File: src/verilog/rx_chain_consts.vh
// constants for the receive buffer descriptor chain engine
`ifndef RX_CHAIN_CONSTS_VH
`define RX_CHAIN_CONSTS_VH
// register byte offsets
`define OFF_CTRL      8'h00
`define OFF_CFG       8'h04
`define OFF_FD_SIZE   8'h08
`define OFF_FD_ADDR   8'h0C
`define OFF_LIST_HEAD 8'h10
`define OFF_SEG_BASE  8'h14
`define OFF_STATUS    8'h18
`define OFF_FRAMES    8'h1C
// reset values
`define CFG_RST       32'h00000660
`define ZERO_RST      32'h00000000
// configuration and control fields
`define CFG_SF_BIT    2
`define CFG_PF_BIT    3
`define CFG_DA_LSB    4
`define CFG_SA_LSB    8
`define CTRL_START    0
// addressing modes and header lengths
`define MODE_COMPAT   2'h0
`define MODE_SEG      2'h1
`define MODE_LIN      2'h2
`define HDR_MAX       3'h6
`define LEN_FIELD     16'h0002
// descriptor fields
`define DESC_EOF_BIT  15
`define DESC_USED_BIT 14
`define DESC_EL_BIT   15
`define DESC_PF_BIT   14
`define SZW_OFF_SEG   32'h00000008
`define SZW_OFF_LIN   32'h0000000C
`define FD_HDR_SEG    32'h0000000C
`define FD_HDR_LIN    32'h00000010
`define ADDR24_MASK   32'h00FFFFFF
// bus answers
`define RESP_OKAY     2'h0
`define RESP_DECERR   2'h3
`endif

File: src/verilog/rx_buffer_descriptor_chain.v
// receive buffer descriptor chain engine with an AXI4-Lite register slave
// Functional notes
// - destination and source address fields stored as received, length 0..6 bytes each
// - two-byte length field stored in arrival order, high byte first
// - address and length fields packed with no padding between them
// - compatibility mode puts header bytes into data buffers, not the frame descriptor
// - simplified structure puts header fields into frame descriptor positions
// - flexible structure fills frame descriptor with header bytes only, up to its size, rest into buffers
// - buffer address is 24-bit in compatibility mode, 32-bit otherwise
// - next link is offset or absolute address, ignored when list end flag set
// - end-of-frame flag set in descriptor of the frame's final data buffer
// - buffer-used flag set after filling; count valid only while it is one
// - fourteen-bit byte count written back after a buffer is used
// - full buffers report their size; only the final buffer may report less
// - descriptor with list end flag holds the last free buffer
// - prefetch marking reads descriptors locked, then one write setting prefetched flag
// - prefetched flag written only in segmented or linear mode when enabled
// - prefetched flag set without reading or testing it first; the code ORs it into the size word it read, untested
// - never write more bytes into a buffer than its size allows
// - next descriptor fetched before the current buffer is exhausted
// - exhausted free buffer list puts the receive unit in no-resources state
`timescale 1ns/1ps
`include "rx_chain_consts.vh"
module rx_buffer_descriptor_chain (
  // clock and reset
  input  wire        aclk,
  input  wire        aresetn,
  // axi4-lite register slave
  input  wire [7:0]  s_axi_awaddr,
  input  wire [2:0]  s_axi_awprot,
  input  wire        s_axi_awvalid,
  output wire        s_axi_awready,
  input  wire [31:0] s_axi_wdata,
  input  wire [3:0]  s_axi_wstrb,
  input  wire        s_axi_wvalid,
  output wire        s_axi_wready,
  output wire [1:0]  s_axi_bresp,
  output wire        s_axi_bvalid,
  input  wire        s_axi_bready,
  input  wire [7:0]  s_axi_araddr,
  input  wire [2:0]  s_axi_arprot,
  input  wire        s_axi_arvalid,
  output wire        s_axi_arready,
  output wire [31:0] s_axi_rdata,
  output wire [1:0]  s_axi_rresp,
  output wire        s_axi_rvalid,
  input  wire        s_axi_rready,
  // received frame byte stream
  input  wire        rx_valid,
  input  wire [7:0]  rx_data,
  input  wire        rx_last,
  output wire        rx_ready,
  // shared memory master
  output wire        mem_req,
  output wire        mem_we,
  output wire        mem_lock,
  output wire [31:0] mem_addr,
  output wire [3:0]  mem_be,
  output wire [31:0] mem_wdata,
  input  wire        mem_ack,
  input  wire [31:0] mem_rdata,
  // state
  output wire        rx_no_resources
);
  localparam [6:0] S_IDLE  = 7'h01;
  localparam [6:0] S_RD    = 7'h02;
  localparam [6:0] S_PM    = 7'h04;
  localparam [6:0] S_WAIT  = 7'h08;
  localparam [6:0] S_WR    = 7'h10;
  localparam [6:0] S_WBK   = 7'h20;
  localparam [6:0] S_NORES = 7'h40;

  function hit;
    input [7:0] a;
    begin
      hit = (a == `OFF_CTRL) || (a == `OFF_CFG) || (a == `OFF_FD_SIZE) ||
            (a == `OFF_FD_ADDR) || (a == `OFF_LIST_HEAD) || (a == `OFF_SEG_BASE) ||
            (a == `OFF_STATUS) || (a == `OFF_FRAMES);
    end
  endfunction

  function [31:0] merge;
    input [31:0] o;
    input [31:0] n;
    input [3:0]  s;
    integer k;
    begin
      merge = o;
      for (k = 0; k < 4; k = k + 1)
        if (s[k])
          merge[k*8 +: 8] = n[k*8 +: 8];
    end
  endfunction

  // offsets are relative to the segment base except in linear mode
  function [31:0] link_addr;
    input [1:0]  m;
    input [31:0] base;
    input [31:0] raw;
    begin
      if (m == `MODE_LIN)
        link_addr = raw;
      else
        link_addr = base + {16'h0000, raw[15:0]};
    end
  endfunction

  // software registers
  reg  [31:0] cfg_reg, fd_size_reg, fd_addr_reg, head_reg, seg_base_reg;
  reg         start_reg;
  reg         aw_ok_reg, w_ok_reg, bvalid_reg, rvalid_reg;
  reg  [7:0]  aw_addr_reg;
  reg  [31:0] w_data_reg, rdata_reg;
  reg  [3:0]  w_strb_reg;
  reg  [1:0]  bresp_reg, rresp_reg;
  // engine state
  reg  [6:0]  st_reg;
  reg  [1:0]  wi_reg;
  reg         tgt_reg, eof_reg, last_reg, tofd_reg;
  reg  [7:0]  byte_reg;
  reg  [31:0] dw_mem [0:3];
  reg  [31:0] daddr_reg;
  reg  [31:0] cur_addr, cur_buf, cur_next, nxt_addr, nxt_buf, nxt_next;
  reg  [15:0] cur_hi, nxt_hi, fidx_reg, frames_reg;
  reg  [13:0] cur_size, nxt_size, cnt_reg;
  reg         cur_el, nxt_el;
  reg         req_reg, we_reg, lock_reg;
  reg  [31:0] addr_reg, wdat_reg;
  reg  [3:0]  be_reg;
  integer     i;

  wire [1:0]  mode   = cfg_reg[1:0];
  wire        compat = (mode == `MODE_COMPAT);
  wire        lin    = (mode == `MODE_LIN);
  wire        sf     = cfg_reg[`CFG_SF_BIT];
  wire        pf_on  = cfg_reg[`CFG_PF_BIT] & ~compat;
  wire [2:0]  da_raw = cfg_reg[`CFG_DA_LSB +: 3];
  wire [2:0]  sa_raw = cfg_reg[`CFG_SA_LSB +: 3];
  wire [2:0]  da_len = (da_raw > `HDR_MAX) ? `HDR_MAX : da_raw;
  wire [2:0]  sa_len = (sa_raw > `HDR_MAX) ? `HDR_MAX : sa_raw;
  wire [15:0] hdr_len = {13'h0000, da_len} + {13'h0000, sa_len} + `LEN_FIELD;
  wire [13:0] fd_size = fd_size_reg[13:0];

  // descriptor decode from the words just read
  wire [31:0] szw    = lin ? dw_mem[3] : dw_mem[2];
  wire [31:0] d_buf  = lin ? dw_mem[2] : (compat ? (dw_mem[1] & `ADDR24_MASK) : dw_mem[1]);
  wire [31:0] d_next = link_addr(mode, seg_base_reg,
                                 lin ? dw_mem[1] : {16'h0000, dw_mem[0][31:16]});
  wire        d_el   = szw[`DESC_EL_BIT];
  wire [1:0]  nw_last = lin ? 2'h3 : 2'h2;
  wire [31:0] szw_off = lin ? `SZW_OFF_LIN : `SZW_OFF_SEG;

  // byte routing: header into the frame descriptor or into the buffers
  wire        in_fd = fidx_reg < {2'b00, fd_size};
  wire        to_fd = ~compat & in_fd & (~sf | (fidx_reg < hdr_len));
  wire        drop  = ~compat & ~sf & ~in_fd;
  wire        full  = (cnt_reg == cur_size);
  wire        st_wait = (st_reg == S_WAIT);
  wire        st_nores = (st_reg == S_NORES);
  wire [31:0] fd_off = lin ? `FD_HDR_LIN : `FD_HDR_SEG;
  wire [31:0] waddr_raw = tofd_reg ? (fd_addr_reg + fd_off + {16'h0000, fidx_reg})
                                   : (cur_buf + {18'h00000, cnt_reg});
  wire [31:0] waddr = compat ? (waddr_raw & `ADDR24_MASK) : waddr_raw;
  wire [13:0] cnt_n = cnt_reg + {13'h0000, ~tofd_reg};
  wire        fin   = ~pf_on | (req_reg & mem_ack);

  // a full buffer holds back the next buffer byte until the chain has moved on
  assign rx_ready = st_nores | (st_wait & (to_fd | drop | ~full));
  assign rx_no_resources = st_nores;
  assign mem_req   = req_reg;
  assign mem_we    = we_reg;
  assign mem_lock  = lock_reg;
  assign mem_addr  = addr_reg;
  assign mem_be    = be_reg;
  assign mem_wdata = wdat_reg;

  assign s_axi_awready = ~aw_ok_reg & ~bvalid_reg;
  assign s_axi_wready  = ~w_ok_reg & ~bvalid_reg;
  assign s_axi_bvalid  = bvalid_reg;
  assign s_axi_bresp   = bresp_reg;
  assign s_axi_arready = ~rvalid_reg;
  assign s_axi_rvalid  = rvalid_reg;
  assign s_axi_rdata   = rdata_reg;
  assign s_axi_rresp   = rresp_reg;

  // register slave
  always @(posedge aclk) begin
    if (!aresetn) begin
      aw_ok_reg <= 1'b0;
      w_ok_reg <= 1'b0;
      bvalid_reg <= 1'b0;
      rvalid_reg <= 1'b0;
      aw_addr_reg <= 8'h00;
      w_data_reg <= `ZERO_RST;
      w_strb_reg <= 4'h0;
      bresp_reg <= `RESP_OKAY;
      rresp_reg <= `RESP_OKAY;
      rdata_reg <= `ZERO_RST;
      cfg_reg <= `CFG_RST;
      fd_size_reg <= `ZERO_RST;
      fd_addr_reg <= `ZERO_RST;
      head_reg <= `ZERO_RST;
      seg_base_reg <= `ZERO_RST;
      start_reg <= 1'b0;
    end else begin
      start_reg <= 1'b0;
      if (s_axi_awvalid && s_axi_awready) begin
        aw_ok_reg <= 1'b1;
        aw_addr_reg <= s_axi_awaddr;
      end
      if (s_axi_wvalid && s_axi_wready) begin
        w_ok_reg <= 1'b1;
        w_data_reg <= s_axi_wdata;
        w_strb_reg <= s_axi_wstrb;
      end
      if (aw_ok_reg && w_ok_reg) begin
        aw_ok_reg <= 1'b0;
        w_ok_reg <= 1'b0;
        bvalid_reg <= 1'b1;
        bresp_reg <= hit(aw_addr_reg) ? `RESP_OKAY : `RESP_DECERR;
        case (aw_addr_reg)
          `OFF_CTRL: start_reg <= w_strb_reg[0] & w_data_reg[`CTRL_START];
          `OFF_CFG: cfg_reg <= merge(cfg_reg, w_data_reg, w_strb_reg);
          `OFF_FD_SIZE: fd_size_reg <= merge(fd_size_reg, w_data_reg, w_strb_reg);
          `OFF_FD_ADDR: fd_addr_reg <= merge(fd_addr_reg, w_data_reg, w_strb_reg);
          `OFF_LIST_HEAD: head_reg <= merge(head_reg, w_data_reg, w_strb_reg);
          `OFF_SEG_BASE: seg_base_reg <= merge(seg_base_reg, w_data_reg, w_strb_reg);
          default: start_reg <= 1'b0;
        endcase
      end else if (bvalid_reg && s_axi_bready) begin
        bvalid_reg <= 1'b0;
      end
      if (s_axi_arvalid && s_axi_arready) begin
        rvalid_reg <= 1'b1;
        rresp_reg <= hit(s_axi_araddr) ? `RESP_OKAY : `RESP_DECERR;
        case (s_axi_araddr)
          `OFF_CFG: rdata_reg <= cfg_reg;
          `OFF_FD_SIZE: rdata_reg <= {18'h00000, fd_size};
          `OFF_FD_ADDR: rdata_reg <= fd_addr_reg;
          `OFF_LIST_HEAD: rdata_reg <= head_reg;
          `OFF_SEG_BASE: rdata_reg <= seg_base_reg;
          `OFF_STATUS: rdata_reg <= {10'h000, cnt_reg, st_nores, st_reg};
          `OFF_FRAMES: rdata_reg <= {16'h0000, frames_reg};
          default: rdata_reg <= `ZERO_RST;
        endcase
      end else if (rvalid_reg && s_axi_rready) begin
        rvalid_reg <= 1'b0;
      end
    end
  end

  // descriptor and data engine
  always @(posedge aclk) begin
    if (!aresetn) begin
      st_reg <= S_IDLE;
      wi_reg <= 2'h0;
      tgt_reg <= 1'b0;
      eof_reg <= 1'b0;
      last_reg <= 1'b0;
      tofd_reg <= 1'b0;
      byte_reg <= 8'h00;
      for (i = 0; i < 4; i = i + 1)
        dw_mem[i] <= `ZERO_RST;
      daddr_reg <= `ZERO_RST;
      cur_addr <= `ZERO_RST;
      cur_buf <= `ZERO_RST;
      cur_next <= `ZERO_RST;
      nxt_addr <= `ZERO_RST;
      nxt_buf <= `ZERO_RST;
      nxt_next <= `ZERO_RST;
      cur_hi <= 16'h0000;
      nxt_hi <= 16'h0000;
      fidx_reg <= 16'h0000;
      frames_reg <= 16'h0000;
      cur_size <= 14'h0000;
      nxt_size <= 14'h0000;
      cnt_reg <= 14'h0000;
      cur_el <= 1'b1;
      nxt_el <= 1'b1;
      req_reg <= 1'b0;
      we_reg <= 1'b0;
      lock_reg <= 1'b0;
      addr_reg <= `ZERO_RST;
      wdat_reg <= `ZERO_RST;
      be_reg <= 4'h0;
    end else begin
      case (st_reg)
        S_IDLE, S_NORES: begin
          // in no-resources the rest of the stream is drained and lost
          if (start_reg) begin
            daddr_reg <= link_addr(mode, seg_base_reg, head_reg);
            tgt_reg <= 1'b0;
            wi_reg <= 2'h0;
            cnt_reg <= 14'h0000;
            fidx_reg <= 16'h0000;
            st_reg <= S_RD;
          end
        end
        S_RD: begin
          if (!req_reg) begin
            req_reg <= 1'b1;
            we_reg <= 1'b0;
            lock_reg <= pf_on;
            be_reg <= 4'hF;
            addr_reg <= daddr_reg + {28'h0000000, wi_reg, 2'b00};
          end else if (mem_ack) begin
            req_reg <= 1'b0;
            dw_mem[wi_reg] <= mem_rdata;
            if (wi_reg == nw_last)
              st_reg <= S_PM;
            else
              wi_reg <= wi_reg + 2'h1;
          end
        end
        S_PM: begin
          if (pf_on && !req_reg) begin
            // the size word is rewritten as read, prefetched bit forced on
            req_reg <= 1'b1;
            we_reg <= 1'b1;
            be_reg <= 4'hF;
            addr_reg <= daddr_reg + szw_off;
            wdat_reg <= szw | (32'h00000001 << `DESC_PF_BIT);
          end else if (fin) begin
            req_reg <= 1'b0;
            lock_reg <= 1'b0;
            // later host edits of this descriptor are never re-read
            if (!tgt_reg) begin
              cur_addr <= daddr_reg;
              cur_buf <= d_buf;
              cur_next <= d_next;
              cur_hi <= dw_mem[0][31:16];
              cur_size <= szw[13:0];
              cur_el <= d_el;
              cnt_reg <= 14'h0000;
              if (!d_el) begin
                tgt_reg <= 1'b1;
                daddr_reg <= d_next;
                wi_reg <= 2'h0;
                st_reg <= S_RD;
              end else begin
                st_reg <= S_WAIT;
              end
            end else begin
              nxt_addr <= daddr_reg;
              nxt_buf <= d_buf;
              nxt_next <= d_next;
              nxt_hi <= dw_mem[0][31:16];
              nxt_size <= szw[13:0];
              nxt_el <= d_el;
              st_reg <= S_WAIT;
            end
          end
        end
        S_WAIT: begin
          if (rx_valid && rx_ready) begin
            byte_reg <= rx_data;
            last_reg <= rx_last;
            tofd_reg <= to_fd;
            if (drop) begin
              fidx_reg <= rx_last ? 16'h0000 : fidx_reg + 16'h0001;
              if (rx_last)
                frames_reg <= frames_reg + 16'h0001;
            end else begin
              st_reg <= S_WR;
            end
          end else if (rx_valid && full) begin
            eof_reg <= 1'b0;
            st_reg <= S_WBK;
          end
        end
        S_WR: begin
          if (!req_reg) begin
            // bytes land in arrival order at consecutive addresses
            req_reg <= 1'b1;
            we_reg <= 1'b1;
            addr_reg <= waddr;
            be_reg <= 4'h1 << waddr[1:0];
            wdat_reg <= {4{byte_reg}};
          end else if (mem_ack) begin
            req_reg <= 1'b0;
            fidx_reg <= fidx_reg + 16'h0001;
            cnt_reg <= cnt_n;
            if (last_reg && cnt_n != 14'h0000) begin
              eof_reg <= 1'b1;
              st_reg <= S_WBK;
            end else if (last_reg) begin
              fidx_reg <= 16'h0000;
              frames_reg <= frames_reg + 16'h0001;
              st_reg <= S_WAIT;
            end else begin
              st_reg <= S_WAIT;
            end
          end
        end
        S_WBK: begin
          if (!req_reg) begin
            req_reg <= 1'b1;
            we_reg <= 1'b1;
            be_reg <= 4'hF;
            addr_reg <= cur_addr;
            wdat_reg <= {lin ? 16'h0000 : cur_hi, eof_reg, 1'b1, cnt_reg};
          end else if (mem_ack) begin
            req_reg <= 1'b0;
            if (eof_reg) begin
              fidx_reg <= 16'h0000;
              frames_reg <= frames_reg + 16'h0001;
            end
            if (cur_el) begin
              st_reg <= S_NORES;
            end else begin
              cur_addr <= nxt_addr;
              cur_buf <= nxt_buf;
              cur_next <= nxt_next;
              cur_hi <= nxt_hi;
              cur_size <= nxt_size;
              cur_el <= nxt_el;
              cnt_reg <= 14'h0000;
              if (!nxt_el) begin
                tgt_reg <= 1'b1;
                daddr_reg <= nxt_next;
                wi_reg <= 2'h0;
                st_reg <= S_RD;
              end else begin
                st_reg <= S_WAIT;
              end
            end
          end
        end
        default: st_reg <= S_IDLE;
      endcase
    end
  end
endmodule

File: config.mk
export PLATFORM = sky130hd
export DESIGN_NAME = rx_buffer_descriptor_chain
export DESIGN_NICKNAME = d
export VERILOG_FILES = /design/src/verilog/rx_buffer_descriptor_chain.v
export VERILOG_INCLUDE_DIRS = /design/src /design/src/verilog
export SDC_FILE = /design/constraint.sdc
export NUM_CORES = 2
export LEC_CHECK = 0
export ABC_CLOCK_PERIOD_IN_PS = 5050
export BUFFER_PORTS_ARGS = -buffer_cell sky130_fd_sc_hd__buf_4
export CAP_MARGIN = 20
export CELL_PAD_IN_SITES_DETAIL_PLACEMENT = 1
export CELL_PAD_IN_SITES_GLOBAL_PLACEMENT = 1
export CORE_UTILIZATION = 47
export CTS_CLUSTER_DIAMETER = 100
export DETAILED_ROUTE_END_ITERATION = 12
export PLACE_DENSITY_LB_ADDON = 0.25
export SYNTH_ARGS = -nofsm -noshare
export SYNTH_HDL_FRONTEND = slang
export SYNTH_SLANG_ARGS = --single-unit
File: constraint.sdc
create_clock -name aclk -period 5.05 [get_ports aclk]
set_input_delay 0.7575 -clock aclk [delete_from_list [all_inputs] [get_ports aclk]]
set_output_delay 0.7575 -clock aclk [all_outputs]
set_load 0.05 [all_outputs]
* Word level (Yosys, flattened, before mapping)
Memory sizes are Yosys's and may differ from the RTL's.
Cells that the tools add are included.
** Operators by class
- Add/sub/neg operators :: 13
- $mul :: 0
- Divide/modulo/power cells :: 0
- Magnitude comparators :: 4
- Eq/ne operators :: 57
- Shift-type cells :: 1
- Muxes and demuxes :: 181
- Bitwise operators :: 27
- Reductions and logical operators :: 87
** Operator list (count)
- 2-to-1 mux 32 bit :: 37
- 2-to-1 mux 16 bit :: 28
- one-hot mux 32 bit (7 select lines) :: 1
- 2-to-1 mux 14 bit :: 15
- one-hot mux 32 bit (3 select lines) :: 2
- one-hot mux 32 bit (2 select lines) :: 2
- one-hot mux 32 bit (4 select lines) :: 1
- 2-to-1 mux 7 bit :: 15
- adder 32 x 16 -> 32 bit :: 3
- adder 32 x 4 -> 32 bit :: 2
- == test 8 x 5 -> 1 bit, second input constant :: 8
- one-hot mux 16 bit (4 select lines) :: 1
- AND reduction 3 bit :: 19
- inequality test 2 bit, second input constant :: 28
- one-hot mux 14 bit (4 select lines) :: 1
- one-hot mux 16 bit (3 select lines) :: 1
- one-hot mux 7 bit (6 select lines) :: 1
- 2-to-1 mux 1 bit :: 41
- adder 16 x 1 -> 16 bit, second input constant :: 2
- adder 32 x 14 -> 32 bit :: 1
- adder 32 x 5 -> 32 bit :: 1
- == test 8 x 4 -> 1 bit, second input constant :: 4
- one-hot mux 16 bit (2 select lines) :: 1
- OR reduction 32 bit :: 1
- other kinds (57) :: 154
** Word-level totals
- Register bits :: 619
- Latch bits :: 0
- RAM bits :: 128
- Bits in read-only memories :: 0
- Input port bits :: 108
- Output and inout port bits :: 114
- Word-level logic and storage cells :: 428
- Memories :: 1
** Memories
- dw_mem :: words 4, bits a word 32, read ports 4, clocked after memory_dff 0, wr ports 4, line rx_buffer_descriptor_chain.v:121 : reg [31:0] dw_mem [0:3];

* Depth between registers and ports, before layout
- Depth after elaboration :: 14
- Mapped depth :: 17
- Mapped depth without buffers :: 15

* Worst setup path after synthesis
No wires, ideal clock.
- Kind :: register to register
- From :: register cfg_reg[0]
- To :: register daddr_reg[29]
- Setup time :: 0.132 ns
- Data arrival time :: 4.086 ns
- Required time :: 4.918 ns
- Slack :: 0.831 ns
- Stages on the path, launching flop included :: 18
- Buffers on the path :: 4
- Period minus slack after synthesis :: 4.219 ns
- Cells stage by stage :: dfxtp_1 > nand2b_2 > inv_2 > buf_1 > clkbuf_1 > clkbuf_1 > nand2_1 > nand2_1 > ha_1 > a21oi_1 > o211a_1 > o2111ai_1 > a2111o_1 > a31oi_1 > buf_2 > nor4_1 > nor4_1 > a21oi_1
** On the way
- Longest elaborated chain between the ends :: 9
- Elaborated cells on any way between the ends :: 22
- Classes of those cells :: add/sub (1); eq/ne (4); mux (10); bitwise (4); reduce/logical (3)
** RTL lines
- from (decl) :: line rx_buffer_descriptor_chain.v:109 : reg [31:0] cfg_reg, fd_size_reg, fd_addr_reg, head_reg, seg_base_reg;
- from (signal assigned) :: line rx_buffer_descriptor_chain.v:199 : cfg_reg <= `CFG_RST;
- from (signal assigned) :: line rx_buffer_descriptor_chain.v:223 : `OFF_CFG: cfg_reg <= merge(cfg_reg, w_data_reg, w_strb_reg);
- == test 2 bit (no line)
- 2-to-1 mux 32 bit :: line rx_buffer_descriptor_chain.v:148 : lin ? dw_mem[1] : {16'h0000, dw_mem[0][31:16]});
- adder 32 x 16 -> 32 bit :: line rx_buffer_descriptor_chain.v:104 : link_addr = base + {16'h0000, raw[15:0]};
- 2-to-1 mux 32 bit :: line rx_buffer_descriptor_chain.v:101 : if (m == `MODE_LIN)
- 2-to-1 mux 32 bit :: line rx_buffer_descriptor_chain.v:335 : if (!d_el) begin
- 2-to-1 mux 32 bit :: line rx_buffer_descriptor_chain.v:327 : if (!tgt_reg) begin
- 2-to-1 mux 32 bit :: line rx_buffer_descriptor_chain.v:323 : end else if (fin) begin
- 2-to-1 mux 32 bit :: line rx_buffer_descriptor_chain.v:316 : if (pf_on && !req_reg) begin
- one-hot mux 32 bit (3 select lines) :: line rx_buffer_descriptor_chain.v:287 : case (st_reg)
- to (signal assigned) :: line rx_buffer_descriptor_chain.v:264 : daddr_reg <= `ZERO_RST;
- to (signal assigned) :: line rx_buffer_descriptor_chain.v:291 : daddr_reg <= link_addr(mode, seg_base_reg, head_reg);
- to (signal assigned) :: line rx_buffer_descriptor_chain.v:337 : daddr_reg <= d_next;
- to (decl) :: line rx_buffer_descriptor_chain.v:122 : reg [31:0] daddr_reg;
Parallel ways exist; a longest one is shown, timed or not. The select of a mux whose other input is x is not followed.
A chain may end at the register's enable or synchronous reset.

* Worst setup path in the final report
- From :: register cfg_reg[5]
- To :: output rx_ready
** On the way
- Longest elaborated chain between the ends :: 11
** RTL lines
- greater-than comparator 3 bit (no line)
- 2-to-1 mux 3 bit * :: line rx_buffer_descriptor_chain.v:139 : wire [2:0] da_len = (da_raw > `HDR_MAX) ? `HDR_MAX : da_raw;
- adder 3 x 3 -> 4 bit * :: line rx_buffer_descriptor_chain.v:141 : wire [15:0] hdr_len = {13'h0000, da_len} + {13'h0000, sa_len} + `LEN_FIELD;
- adder 4 x 2 -> 5 bit (no line) *
- < comparator 16 x 5 -> 1 bit * :: line rx_buffer_descriptor_chain.v:155 : wire to_fd = ~compat & in_fd & (~sf | (fidx_reg < hdr_len));
- OR 1 bit * :: line rx_buffer_descriptor_chain.v:155
- AND 1 bit * :: line rx_buffer_descriptor_chain.v:155
- OR 1 bit * (2 in a row) :: line rx_buffer_descriptor_chain.v:168 : assign rx_ready = st_nores | (st_wait & (to_fd | drop | ~full));
- AND 1 bit * :: line rx_buffer_descriptor_chain.v:168
- OR 1 bit * :: line rx_buffer_descriptor_chain.v:168
- to (decl) :: line rx_buffer_descriptor_chain.v:52 : output wire rx_ready,
Every way passes the cells marked *; elsewhere a longest branch is shown, timed or not.

==> flow_metrics.tcl <==
set metrics [dict create \
    synth_seq_cells 728 \
    tightest_slew_ps 1120 \
    max-slew-margin-rel 0.249 \
    ant_nets 0 \
    hold_buffers 0 \
    grt_pass1_wl_um 226000 \
    initial_core_util 0.474 \
    cts_tree "done" \
    syn-cell-area_um2 37500 \
    initialDrtViolationCount 3973 \
    min_path_cells 2 \
    dp_hpwl_um 108000 \
    synth_fp_nets 4730 \
    synthTopCellsByArea "dfxtp_1 33%, edfxtp_1 8.9%, nand2_1 7.1%" \
    top_register "dw_mem" \
    final_common_cell "nand2_1" \
    wire_per_inst_um 26.7 \
    synth_top_area_cell "dfxtp_1" \
    synth_top_area_frac 0.330 \
    start_kind "flip-flop" \
    totalWireLength_um 152000 \
    dieWidth_um 284 \
    syn_avg_cell_area_um2 8.31 \
    clock_latency_ps 650 \
    route.detailed.drc 0 \
    grt_max_degree 172 \
    grt_usage 0.366 \
    crit_path_end_kind "output pin" \
    cts_max_path_buffers 3 \
    core_area_um2 79000 \
    cts-buffers-inserted 81 \
    vias 36333 \
    drv_slew 0 \
    postCtsSetupBuffers 0 \
    p_leak_nw 15.6 \
    mostFrequentLayoutCells "712 x nand2_1, 617 x dfxtp_1, 494 x nor2_1" \
    post-route-min-period_ps 4860 \
    grt_pass1_vias 35929 \
    path_buf_inv 4 \
    fin_cells 5689 \
    largest_reg_flops 111 \
    cp_cell_sequence "inv_1, ha_1, inv_1, ha_1, inv_1, fa_1, xor2_1, ha_1, nor2_1, nor3b_1, a21oi_1, a31oi_1, o21ai_0, buf_4" \
    ys.flop_type "dfxtp_1" \
    max_stage_delay_ps 460 \
    period_share 0.963 \
    postSynthCellCount 4510 \
    synthArstFlopShare 0 \
    min_path_type "input port to flip-flop" \
    cp_slowest_cell "o21ai_0" \
    dp_cells 5535 \
    gr-total-overflow 0 \
    crit_arrival_ps 4100 \
    skew_ps 23.2 \
    dp_slack_ps 958 \
    reg2regPathDepth 12 \
    crit_fanout 4 \
    drv_cap 0 \
    post-route-util 0.540 \
    synth_warnings 0 \
    power_density_nw_per_um2 354 \
    synth-seq-area-share 0.419 \
    synth.distinct_cells 99 \
    synth_edf_count 111 \
    die_h_um 284 \
    run_status "complete, no violations" \
    drive_above_1_share 0.110 \
    die_area_um2 80900 \
    fin_nets 4790 \
    min_to "s_axi_rvalid" \
    cpLargestDelayFamily "compound AO/OA/AOI/OAI gates" \
    cts_htree_levels 3 \
    fmax_ghz 0.206 \
    rows 103 \
    p_total_mw 15.1 \
    required_ps 4290 \
    layout_setup_ws_ps 188 \
    holdCritStartpoint "s_axi_rready" \
    gp_congestion 0.967 \
    antenna_found_initial 2 \
    ir_worst_vdd_mv 0.293 \
    area_growth_pct 13.9 \
    grt_setup_unrepaired "no" \
    cts.sinks 728 \
    r2r_end "mem_addr[29]" \
    crit_type "flip-flop to output pin" \
    r2r_start "st_reg[4]" \
    reg2reg_slack_ps 860 \
    finalSetupTns_ps 0 \
    cts_resized 0 \
    first_pass_iters 9 \
    num_io_pins 222 \
    path_clk_slew_ps 60 \
    clk_root_buffer_cell "clkbuf_16" \
    finalSetupViolCount 0 \
    io_buffers 215 \
    vias_per_cell 6.39 \
    final_hold_viol_count 0 \
]
[area by class of cell]
cell class,instances,area (µm²)
fill,9257,36300
multi-input combinational,3378,20300
sequential,728,15700
clock buffer,113,2390
timing repair buffer,298,2330
tap,1050,1310
clock inverter,38,343
inverter,83,322
antenna,1,2.50
[per-layer routing]
metal / vias to the layer above / global-route usage / part of all wire
li1: 16299 / - / -
met1: 18122 / 0.474 / 0.41
met2: 1562 / 0.568 / 0.45
met3: 346 / 0.0804 / 0.091
met4: 4 / 0.200 / 0.057
met5: - / 0 / 0.00013
[how the worst max path moves through the flow]
stage,start,depth (start not counted),to
finish,cfg_reg[5],14,rx_ready
global route,cfg_reg[4],13,rx_ready
CTS,cfg_reg[5],14,rx_ready
detailed placement,cfg_reg[5],14,rx_ready
global placement,cfg_reg[5],14,rx_ready
floorplan,cfg_reg[0],17,daddr_reg[29]
[where the power goes]
part | switching (mW) | leakage (nW) | internal, mW
logic | 1.56 | 8.12 | 0.741
registers | 0.547 | 6.13 | 6.15
clock network | 2.64 | 1.35 | 3.46
[synthesized netlist by cell type, drive strengths merged (17+ instances only)]
master    n
nand2   713
dfxtp   617
nor2    508
a21oi   421
clkbuf  273
mux2i   172
o21ai   172
edfxtp  111
nand3   111
a22oi   107
ha      103
xnor2   103
and2     85
a211oi   83
inv      82
nor3     73
a311oi   71
o211ai   68
a31oi    57
xor2     53
buf      48
nand4    47
a221oi   38
a21o     34
nand2b   33
and3     32
or3      22
a222oi   21
nor4     21
and4     17
[kinds of logic after synthesis]
kind of cell             Yosys count  share of synthesized area
XOR/XNOR                         156                     0.0365
adder cells (fa/ha/maj)          112                     0.0392
AO/OA/AOI/OAI                   1209                      0.210
AND/OR/NAND/NOR                 1727                      0.206
flip-flops                       728                      0.419
multiplexers                     174                     0.0465
buffers and inverters            404                     0.0432
[metrics by stage]
stage                     instance area (µm²)  hold slack, ps
after floorplan                         37500             431
after global placement                  39900             439
after detailed placement                39900             449
after CTS                               42700             273
after global routing                    42700             291
final                                   42700             298
Power figures use the tool's default switching activity.
